File: src/inc/csl_pkg.sv
// csl_pkg: constants and types of the counter serial link
// assumes a 10 MHz system clock and a 32-bit Avalon-MM register bus
package csl_pkg;
	// ----------------------------------------
	// timing
	// ----------------------------------------
	localparam int CLK_HZ = 10_000_000;
	localparam int BAUD_2400 = 2400;
	localparam int BAUD_4800 = 4800;
	localparam int BAUD_9600 = 9600;
	localparam int BAUD_19200 = 19200;
	localparam int CYC_2400 = CLK_HZ / BAUD_2400;
	localparam int CYC_4800 = CLK_HZ / BAUD_4800;
	localparam int CYC_9600 = CLK_HZ / BAUD_9600;
	localparam int CYC_19200 = CLK_HZ / BAUD_19200;
	// ----------------------------------------
	// register byte offsets
	// ----------------------------------------
	localparam logic [4:0] OFS_CTRL = 5'h00;
	localparam logic [4:0] OFS_STAT = 5'h04;
	localparam logic [4:0] OFS_MASK = 5'h08;
	localparam logic [4:0] OFS_TXDATA = 5'h0C;
	localparam logic [4:0] OFS_RXDATA = 5'h10;
	localparam logic [4:0] OFS_CKSUM = 5'h14;
	localparam logic [4:0] OFS_RESP = 5'h18;
	// ----------------------------------------
	// status bit positions and reset values
	// ----------------------------------------
	localparam int ST_RX_DONE = 0;
	localparam int ST_TX_DONE = 1;
	localparam int ST_FRAME_ERR = 2;
	localparam int ST_PAR_ERR = 3;
	localparam int ST_SUM_OK = 4;
	localparam int ST_SUM_BAD = 5;
	localparam int ST_W = 6;
	localparam logic [15:0] CTRL_RST = 16'h0100;
	// ----------------------------------------
	// codes
	// ----------------------------------------
	localparam logic [7:0] CH_HEAD = 8'h40;
	localparam logic [7:0] CH_CR = 8'h0D;
	localparam logic [7:0] CH_ZERO = 8'h30;
	localparam logic [7:0] CH_ONE = 8'h31;
	localparam logic [1:0] PAR_ODD = 2'h1;
	localparam logic [1:0] PAR_EVEN = 2'h2;
	typedef enum logic [2:0] {
		S_IDLE = 3'h0, S_START = 3'h1, S_DATA = 3'h3, S_PAR = 3'h2, S_STOP = 3'h6
	} csl_state_e;
	typedef struct packed {
		logic [7:0] station_id;
		logic [1:0] unused;
		logic sp_serial;
		logic [1:0] parity;
		logic data8;
		logic [1:0] baud;
	} csl_ctrl_s;
endpackage : csl_pkg

File: src/csl_link.sv
// csl_link: half-duplex asynchronous character link with Avalon-MM registers
// assumes RXD comes from a pin (synchronised here) and a single 10 MHz clock
`timescale 1ns/10ps
// Operation
// - Counter and host never transmit together; each waits for the other's frame to end.
// - Bit rate is one of 2400, 4800, 9600 or 19200 bps, equal at both ends.
// - Each character starts with exactly one start bit.
// - Each character ends with exactly one stop bit.
// - A character carries seven or eight data bits, equal at both ends.
// - Parity is none, odd or even; the sender appends it and the receiver checks it.
// - All frame content is ASCII codes, checksum included.
// - Rate, data length, parity and station number come from the counter's configuration.
// - Setpoint writes over the link are accepted only when the setpoint source is serial.
// - The checksum covers every character from the '@' header up to the first checksum character.
// - The checksum is the low byte of the code sum, sent as two ASCII hex digits, high first.
// - The response status is two ASCII hex characters: 00 normal, 01 communication fault.
module csl_link #(
	parameter int BIT_CYC_2400 = csl_pkg::CYC_2400
) (
	// clock and reset
	input wire logic CLK,
	input wire logic RESET,
	// avalon-mm slave
	input wire logic [4:0] AVS_ADDRESS,
	input wire logic AVS_READ,
	input wire logic AVS_WRITE,
	input wire logic [31:0] AVS_WRITEDATA,
	input wire logic [3:0] AVS_BYTEENABLE,
	output logic [31:0] AVS_READDATA,
	output logic AVS_WAITREQUEST,
	// serial line
	input wire logic RXD,
	output logic TXD,
	output logic TX_EN,
	// system
	output logic IRQ,
	output logic SETPOINT_WR_EN
);
	// ----------------------------------------
	// helpers
	// ----------------------------------------
	function automatic logic [7:0] hex_ascii(input logic [3:0] nib);
		hex_ascii = (nib < 4'hA) ? 8'(8'h30 + nib) : 8'(8'h37 + nib);
	endfunction : hex_ascii

	function automatic logic par_bit(input logic [7:0] d, input logic [1:0] mode);
		par_bit = (mode == csl_pkg::PAR_ODD) ? ~^d : ^d;
	endfunction : par_bit

	localparam int ST_W_L = csl_pkg::ST_W - 1;
	csl_pkg::csl_ctrl_s ctrl;
	logic [ST_W_L:0] stat;
	logic [ST_W_L:0] mask;
	logic [ST_W_L:0] stat_set;
	logic ack;
	logic acc_wr;
	logic acc_rd;
	logic tx_go;
	logic [12:0] bit_cyc;
	logic [7:0] dmask;
	logic has_par;
	csl_pkg::csl_state_e tx_st;
	csl_pkg::csl_state_e rx_st;
	logic [12:0] tx_cnt;
	logic [12:0] rx_cnt;
	logic [2:0] tx_idx;
	logic [2:0] rx_idx;
	logic [7:0] tx_sh;
	logic [7:0] rx_sh;
	logic tx_par;
	logic [7:0] rx_data;
	logic [7:0] tx_sum;
	logic [7:0] rx_sum;
	logic [7:0] rx_sum_p1;
	logic [7:0] rx_sum_p2;
	logic [7:0] ch_p1;
	logic [7:0] ch_p2;
	logic fault;
	logic rxd_m;
	logic rxd_s;
	logic rx_done;
	logic [7:0] rx_char;

	// ----------------------------------------
	// configuration decode
	// ----------------------------------------
	// bit time and character shape follow the configuration register
	always_comb begin
		case (ctrl.baud)
			2'h0: bit_cyc = 13'(BIT_CYC_2400);
			2'h1: bit_cyc = 13'(csl_pkg::CYC_4800);
			2'h2: bit_cyc = 13'(csl_pkg::CYC_9600);
			default: bit_cyc = 13'(csl_pkg::CYC_19200);
		endcase
	end
	assign dmask = ctrl.data8 ? 8'hFF : 8'h7F;
	assign has_par = (ctrl.parity == csl_pkg::PAR_ODD) || (ctrl.parity == csl_pkg::PAR_EVEN);
	assign SETPOINT_WR_EN = ctrl.sp_serial;

	// ----------------------------------------
	// bus slave
	// ----------------------------------------
	// a tx data write waits while either direction is busy
	assign tx_go = (AVS_ADDRESS == csl_pkg::OFS_TXDATA) && (tx_st != csl_pkg::S_IDLE || rx_st != csl_pkg::S_IDLE);
	// a tx write that finds the receiver newly busy keeps waiting
	assign AVS_WAITREQUEST = (AVS_READ | AVS_WRITE) & ~(ack & ~(AVS_WRITE & tx_go));
	assign acc_wr = AVS_WRITE & ack & ~tx_go;
	assign acc_rd = AVS_READ & ~ack;

	// one wait cycle per access, longer for a blocked tx write
	always_ff @(posedge CLK or posedge RESET) begin
		if (RESET) begin
			ack <= 1'b0;
		end else begin
			ack <= (AVS_READ | AVS_WRITE) & ~ack & ~(AVS_WRITE & tx_go);
		end
	end

	// read data captured on the edge that ends the wait
	always_ff @(posedge CLK or posedge RESET) begin
		if (RESET) begin
			AVS_READDATA <= 32'h0;
		end else if (acc_rd) begin
			if (AVS_ADDRESS == csl_pkg::OFS_CTRL) begin
				AVS_READDATA <= {16'h0, ctrl};
			end else if (AVS_ADDRESS == csl_pkg::OFS_STAT) begin
				AVS_READDATA <= {26'h0, stat};
			end else if (AVS_ADDRESS == csl_pkg::OFS_MASK) begin
				AVS_READDATA <= {26'h0, mask};
			end else if (AVS_ADDRESS == csl_pkg::OFS_RXDATA) begin
				AVS_READDATA <= {24'h0, rx_data};
			end else if (AVS_ADDRESS == csl_pkg::OFS_CKSUM) begin
				AVS_READDATA <= {hex_ascii(rx_sum[7:4]), hex_ascii(rx_sum[3:0]),
					hex_ascii(tx_sum[7:4]), hex_ascii(tx_sum[3:0])};
			end else if (AVS_ADDRESS == csl_pkg::OFS_RESP) begin
				AVS_READDATA <= {16'h0, csl_pkg::CH_ZERO, fault ? csl_pkg::CH_ONE : csl_pkg::CH_ZERO};
			end else begin
				AVS_READDATA <= 32'h0;
			end
		end
	end

	// configuration and mask registers
	always_ff @(posedge CLK or posedge RESET) begin
		if (RESET) begin
			ctrl <= csl_pkg::CTRL_RST;
			mask <= '0;
		end else if (acc_wr) begin
			if (AVS_ADDRESS == csl_pkg::OFS_CTRL) begin
				if (AVS_BYTEENABLE[0]) begin
					ctrl[7:0] <= {2'h0, AVS_WRITEDATA[5:0]};
				end
				if (AVS_BYTEENABLE[1]) begin
					ctrl.station_id <= AVS_WRITEDATA[15:8];
				end
			end else if (AVS_ADDRESS == csl_pkg::OFS_MASK && AVS_BYTEENABLE[0]) begin
				mask <= AVS_WRITEDATA[ST_W_L:0];
			end
		end
	end

	// sticky status, write one to clear, a new event wins over the clear
	always_ff @(posedge CLK or posedge RESET) begin
		if (RESET) begin
			stat <= '0;
		end else if (acc_wr && AVS_ADDRESS == csl_pkg::OFS_STAT && AVS_BYTEENABLE[0]) begin
			stat <= (stat & ~AVS_WRITEDATA[ST_W_L:0]) | stat_set;
		end else begin
			stat <= stat | stat_set;
		end
	end
	assign IRQ = |(stat & mask);

	// ----------------------------------------
	// transmitter
	// ----------------------------------------
	// start, data lsb first, optional parity, one stop
	always_ff @(posedge CLK or posedge RESET) begin
		if (RESET) begin
			tx_st <= csl_pkg::S_IDLE;
			TXD <= 1'b1;
			tx_cnt <= '0;
			tx_idx <= '0;
			tx_sh <= '0;
			tx_par <= 1'b0;
		end else if (tx_st == csl_pkg::S_IDLE) begin
			TXD <= 1'b1;
			if (acc_wr && AVS_ADDRESS == csl_pkg::OFS_TXDATA) begin
				tx_st <= csl_pkg::S_START;
				TXD <= 1'b0;
				tx_cnt <= 13'(bit_cyc - 13'h1);
				tx_sh <= AVS_WRITEDATA[7:0] & dmask;
				tx_par <= par_bit(AVS_WRITEDATA[7:0] & dmask, ctrl.parity);
				tx_idx <= '0;
			end
		end else if (tx_cnt != 13'h0) begin
			tx_cnt <= 13'(tx_cnt - 13'h1);
		end else begin
			tx_cnt <= 13'(bit_cyc - 13'h1);
			case (tx_st)
				csl_pkg::S_START: begin
					tx_st <= csl_pkg::S_DATA;
					TXD <= tx_sh[0];
				end
				csl_pkg::S_DATA: begin
					tx_sh <= {1'b0, tx_sh[7:1]};
					tx_idx <= 3'(tx_idx + 3'h1);
					if (tx_idx == (ctrl.data8 ? 3'h7 : 3'h6)) begin
						tx_st <= has_par ? csl_pkg::S_PAR : csl_pkg::S_STOP;
						TXD <= has_par ? tx_par : 1'b1;
					end else begin
						TXD <= tx_sh[1];
					end
				end
				csl_pkg::S_PAR: begin
					tx_st <= csl_pkg::S_STOP;
					TXD <= 1'b1;
				end
				default: begin
					tx_st <= csl_pkg::S_IDLE;
					TXD <= 1'b1;
				end
			endcase
		end
	end
	assign TX_EN = (tx_st != csl_pkg::S_IDLE);

	// transmit checksum restarts at the header
	always_ff @(posedge CLK or posedge RESET) begin
		if (RESET) begin
			tx_sum <= '0;
		end else if (acc_wr && AVS_ADDRESS == csl_pkg::OFS_TXDATA) begin
			if ((AVS_WRITEDATA[7:0] & dmask) == csl_pkg::CH_HEAD) begin
				tx_sum <= csl_pkg::CH_HEAD;
			end else begin
				tx_sum <= 8'(tx_sum + (AVS_WRITEDATA[7:0] & dmask));
			end
		end
	end

	// ----------------------------------------
	// receiver
	// ----------------------------------------
	// two-flop synchroniser on the line
	always_ff @(posedge CLK or posedge RESET) begin
		if (RESET) begin
			rxd_m <= 1'b1;
			rxd_s <= 1'b1;
		end else begin
			rxd_m <= RXD;
			rxd_s <= rxd_m;
		end
	end

	// the line is ignored while this end transmits
	always_ff @(posedge CLK or posedge RESET) begin
		if (RESET) begin
			rx_st <= csl_pkg::S_IDLE;
			rx_cnt <= '0;
			rx_idx <= '0;
			rx_sh <= '0;
			rx_data <= '0;
		end else if (rx_st == csl_pkg::S_IDLE) begin
			if (!rxd_s && tx_st == csl_pkg::S_IDLE && !(acc_wr && AVS_ADDRESS == csl_pkg::OFS_TXDATA)) begin
				rx_st <= csl_pkg::S_START;
				rx_cnt <= {1'b0, bit_cyc[12:1]}; // sample mid-bit
			end
		end else if (rx_cnt != 13'h0) begin
			rx_cnt <= 13'(rx_cnt - 13'h1);
		end else begin
			rx_cnt <= 13'(bit_cyc - 13'h1);
			case (rx_st)
				csl_pkg::S_START: begin
					rx_st <= rxd_s ? csl_pkg::S_IDLE : csl_pkg::S_DATA;
					rx_idx <= '0;
					rx_sh <= '0;
				end
				csl_pkg::S_DATA: begin
					rx_idx <= 3'(rx_idx + 3'h1);
					rx_sh <= ctrl.data8 ? {rxd_s, rx_sh[7:1]} : {1'b0, rxd_s, rx_sh[6:1]};
					if (rx_idx == (ctrl.data8 ? 3'h7 : 3'h6)) begin
						rx_st <= has_par ? csl_pkg::S_PAR : csl_pkg::S_STOP;
					end
				end
				csl_pkg::S_PAR: rx_st <= csl_pkg::S_STOP;
				default: begin
					rx_st <= csl_pkg::S_IDLE;
					rx_data <= rx_sh;
				end
			endcase
		end
	end

	// character events; parity is checked against the sampled bit
	logic rx_tick;
	assign rx_tick = (rx_cnt == 13'h0) && (rx_st != csl_pkg::S_IDLE);
	assign rx_done = rx_tick && rx_st == csl_pkg::S_STOP;
	assign rx_char = rx_sh & dmask;
	always_comb begin
		stat_set = '0;
		stat_set[csl_pkg::ST_RX_DONE] = rx_done;
		stat_set[csl_pkg::ST_TX_DONE] = (tx_st == csl_pkg::S_STOP) && (tx_cnt == 13'h0);
		stat_set[csl_pkg::ST_FRAME_ERR] = rx_done && !rxd_s;
		stat_set[csl_pkg::ST_PAR_ERR] = rx_tick && rx_st == csl_pkg::S_PAR
			&& (rxd_s != par_bit(rx_char, ctrl.parity));
		stat_set[csl_pkg::ST_SUM_OK] = rx_done && rxd_s && rx_char == csl_pkg::CH_CR
			&& ch_p2 == hex_ascii(rx_sum_p2[7:4]) && ch_p1 == hex_ascii(rx_sum_p2[3:0]);
		stat_set[csl_pkg::ST_SUM_BAD] = rx_done && rxd_s && rx_char == csl_pkg::CH_CR
			&& !(ch_p2 == hex_ascii(rx_sum_p2[7:4]) && ch_p1 == hex_ascii(rx_sum_p2[3:0]));
	end

	// receive checksum and history, restarted by the header
	always_ff @(posedge CLK or posedge RESET) begin
		if (RESET) begin
			rx_sum <= '0;
			rx_sum_p1 <= '0;
			rx_sum_p2 <= '0;
			ch_p1 <= '0;
			ch_p2 <= '0;
		end else if (rx_done && rxd_s) begin
			rx_sum <= (rx_char == csl_pkg::CH_HEAD) ? csl_pkg::CH_HEAD : 8'(rx_sum + rx_char);
			rx_sum_p1 <= rx_sum;
			rx_sum_p2 <= rx_sum_p1;
			ch_p1 <= rx_char;
			ch_p2 <= ch_p1;
		end
	end

	// communication fault for the response status, cleared by a new header
	always_ff @(posedge CLK or posedge RESET) begin
		if (RESET) begin
			fault <= 1'b0;
		end else if (stat_set[csl_pkg::ST_FRAME_ERR] || stat_set[csl_pkg::ST_PAR_ERR]
			|| stat_set[csl_pkg::ST_SUM_BAD]) begin
			fault <= 1'b1;
		end else if (rx_done && rx_char == csl_pkg::CH_HEAD) begin
			fault <= 1'b0;
		end
	end
endmodule : csl_link

File: config.mk
export PLATFORM = sky130hd
export DESIGN_NAME = csl_link
export DESIGN_NICKNAME = d
export VERILOG_FILES = /design/src/inc/csl_pkg.sv /design/src/csl_link.sv
export SDC_FILE = /design/constraint.sdc
export NUM_CORES = 1
export LEC_CHECK = 0
export BUFFER_PORTS_ARGS = -buffer_cell sky130_fd_sc_hd__clkbuf_2
export CAP_MARGIN = 10
export CELL_PAD_IN_SITES_DETAIL_PLACEMENT = 0
export CELL_PAD_IN_SITES_GLOBAL_PLACEMENT = 1
export CORE_MARGIN = 5
export CORE_UTILIZATION = 43
export CTS_BUF_LIST = sky130_fd_sc_hd__clkbuf_8
export DETAILED_ROUTE_END_ITERATION = 10
export PLACE_DENSITY_LB_ADDON = 0.1
export SLEW_MARGIN = 30
export SYNTH_ARGS = -nofsm -noshare
export SYNTH_HDL_FRONTEND = slang
export SYNTH_SLANG_ARGS = --single-unit
export TNS_END_PERCENT = 5
File: constraint.sdc
create_clock -name CLK -period 5.88 [get_ports CLK]
set_input_delay 1.176 -clock CLK [delete_from_list [all_inputs] [get_ports CLK]]
set_output_delay 1.176 -clock CLK [all_outputs]
set_load 0.1 [all_outputs]
==> impl_results.md <==
- DRC viols: 0
- Fmax: 0.238 GHz
- Register-to-Register Setup Slack: 3.04 ns
- CTS tree: done
- Clock sink count: 172
- Final Routed Wirelength: 23800 um
- Total track usage: 19.5%
- H-tree Lvls: 4
- Layout area overhead: 9.86%
- First-pass GRT wire length: 38800 um
- Port bufs: 62
- CTS Root Cell: clkbuf_8
- Outcome: complete, no violations
- Yosys top cell by area: dfrtp_1
- FF-to-FF path depth: 6
- Static Leak: 4.62 nW
- Netlist cell types: 80
- Setup-failing EPs final: 0
- Peak VDD IR: 0.139 mV
- Cell row count: between 50 and 60
- RSZ-0062 raised after global routing: false
- Sw frac: approximately 29%
- Share of power burned in the clock network: a little under two fifths
- WP data arrival: 3.03 ns
- Final std cells w/o fill: 1339
- Synth top area share: 44.6%
- Seq cells post-synth: 172
- Worst path max stage delay: 0.53 ns
- DR WL/cell: roughly 18 um
- Crit Path Max Fanout: 9
- Die footprint: 0.0250 mm2
- # hold bufs at CTS: 0
- FF-to-FF Start: tx_st[2]
- Largest net degree at the start of global routing: 101
- Mapped cell area: 0.00942 mm2
- Share of layout cells above drive strength 1: 14.7%
- Post-Syn Instances: 1008
- Setup crit start kind: input pin
- Overall power: 2.35 mW
- Vias: 7382
- DRT Pass-1 Iters: 5
- Gpl congestion: roughly 0.78
- CP cell instances: clkbuf_2, or3b_1, nor2_1, nand3_1, a21oi_1, clkbuf_2
- Setup TNS: 0 ns
- Worst Setup End Kind: output pin
- Ys async rst share: 100%
- Iter 0 DRT Violations: 429
- Core area: between 0.02 and 0.025 mm2
- Final Critical Period: approximately 4.2 ns
- Fillcell total: 2117
- Clock Skew: 0.0204 ns
- Crit share post-route: a little under three quarters
- Top FF cell, synth: dfrtp_1
- Power Density: 227 mW/mm2
- Clock transition at path regs: 0.09 ns
- Die Ht: 158 um
- CP Capture Point: AVS_WAITREQUEST
- Nets: 1138
- Total grt overflow: 0
- FF-to-FF End: rx_cnt[10]
- Slew @ Worst Pin: 0.914 ns
- Cell mode on critical path: clkbuf_2
- Worst setup path category: in -> out
- Starting density of the core: 43.4%
- Width of the die: 158 um
- Ys Warns: 0
- IO Count: 83
- # Max-Cap Violations: 0
- Synth area leaders: dfrtp_1 45%, o21ai_0 6.9%, ha_1 5.7%, nand2_1 5.4%, mux2_2 4.4%
- Sequential area share after synthesis: 45.8%
- Post-synth EDFFs: 0
- Vias per inst: 5.51
- Max clock buf depth: 2
- Post-CTS setup buffer count: 0
- Slew headroom: 38.5%
- CTS Buf Count: 17
- Diode count: 0
- PostCTS Resize Cnt: 0
- Initial antenna violation count: 0
- Switching Power: between 0.6 and 0.7 mW
- Max Slew Vio Count: 0
- Crit-path slowest cell: or3b_1
- Commonest non-fill, non-tap cells in the layout: 168 x dfrtp_1, 135 x nand2_1, 130 x o21ai_0
- Origin of the worst setup path: AVS_ADDRESS[3]
- DP HPWL: roughly 17000 um
- DRT antenna net count: 0
- Vias in the first global route: a little over 7k
- Commonest non-fill, non-tap cell in the layout: dfrtp_1
- Logic gate share of total power: between 10 and 15%
- Reg power frac: 52.3%
- Avg Cell Area, Syn: 9.34 um2
- Worst skew pair latency: about 0.48 ns
- Placed cell count: 1308
- Worst Path Required: 4.70 ns
- Power Internal: 1.66 mW
- Final hold viol count: 0
- Worst Hold Class: reg -> reg
layer usage:
| metal | vias up | GRT usage [%] | routed length, um | share of wire [%] |
|---|---|---|---|---|
| li1 | 3662 | - | - | - |
| met1 | 3578 | 28.7 | 11800 | 50 |
| met2 | 126 | 30.6 | 10900 | 46 |
| met3 | 16 | 2.82 | 781 | 3.3 |
| met4 | 0 | 4.87 | 286 | 1.2 |
| met5 | - | 0 | 0 | 0 |
cells by family (layout without fill, tap and decap cells):
| group | Yosys count | count (layout) | synth area share (%) |
|---|---|---|---|
| AND/OR/NAND/NOR | 310 | 310 | 15.7 |
| flip-flops | 172 | 172 | 45.8 |
| other | 1 | 2 | 0.0398 |
| buffers and inverters | 96 | 146 | 4.09 |
| adder cells (fa/ha/maj) | 45 | 45 | 6.14 |
| XOR/XNOR | 38 | 38 | 3.53 |
| multiplexers | 48 | 48 | 5.59 |
| AO/OA/AOI/OAI | 298 | 298 | 19.2 |
area by class of cell:
| class | instances | area (um2) | share of cell area [%] |
|---|---|---|---|
| Clock inverter | 13 | 155 | 1.50 |
| Clock buffer | 18 | 248 | 2.39 |
| Multi-Input combinational cell | 741 | 4740 | 45.8 |
| Timing Repair Buffer | 67 | 360 | 3.48 |
| Inverter | 48 | 185 | 1.79 |
| Sequential cell | 172 | 4310 | 41.6 |
| Tap cell | 280 | 350 | 3.39 |
per-stage QoR:
step | utilization [%] | hold slack, ns | worst slack [ns] | instance area, um2
final | 47.7 | 0.362 | 1.68 | 10300
after global routing | 47.7 | 0.371 | 1.60 | 10300
after CTS | 47.7 | 0.365 | 1.70 | 10300
after detailed placement | 45.8 | 0.351 | 1.70 | 9940
after global placement | 45.8 | 0.351 | 1.69 | 9930
after floorplan | - | 0.345 | 0.0505 | 9420
worst max-delay path: cells and delay by family:
kind | cells | cell delay [ns]
AOI/OAI and AO/OA | 1 | 0.22
buffers and inverters | 2 | 0.66
and+or+nand+nor | 3 | 0.96
sequential cells by signal (all words and copies together), names as in the netlist, 8 cells and up:
register	count
AVS_READDATA	30
ch_p1	8
ch_p2	8
ctrl	13
rx_cnt	13
rx_data	8
rx_sh	8
rx_sum	8
rx_sum_p1	8
rx_sum_p2	8
tx_cnt	13
tx_sh	8
tx_sum	8
synthesized netlist by cell type, types with 20 or more instances:
library cell,n
a21oi_1,63
clkbuf_1,38
dfrtp_1,168
ha_1,43
inv_1,48
mux2_2,37
nand2_1,135
nand3_1,34
nor2_1,54
nor3_1,20
o21ai_0,130
xnor2_1,28
power groups by stage:
stage	clock [mW]	sequential, mW	combinational [mW]
2_1_floorplan	0	1.29	0.134
3_3_place_gp	0	1.25	0.242
3_5_place_dp	0	1.25	0.242
4_1_cts	0.902	1.23	0.244
5_1_grt	0.951	1.23	0.261
6_report	0.880	1.23	0.239
worst min path at each step:
stage	start	to	slack (ns)	depth (start not counted)
floorplan	rxd_m	rxd_s	0.35	0
detailed placement	rxd_m	rxd_s	0.35	0
global placement	rxd_m	rxd_s	0.35	0
finish	rxd_m	rxd_s	0.36	0
CTS	rxd_m	rxd_s	0.37	0
global route	rxd_m	rxd_s	0.37	0
No activity file was read; power rests on OpenSTA's default activity.
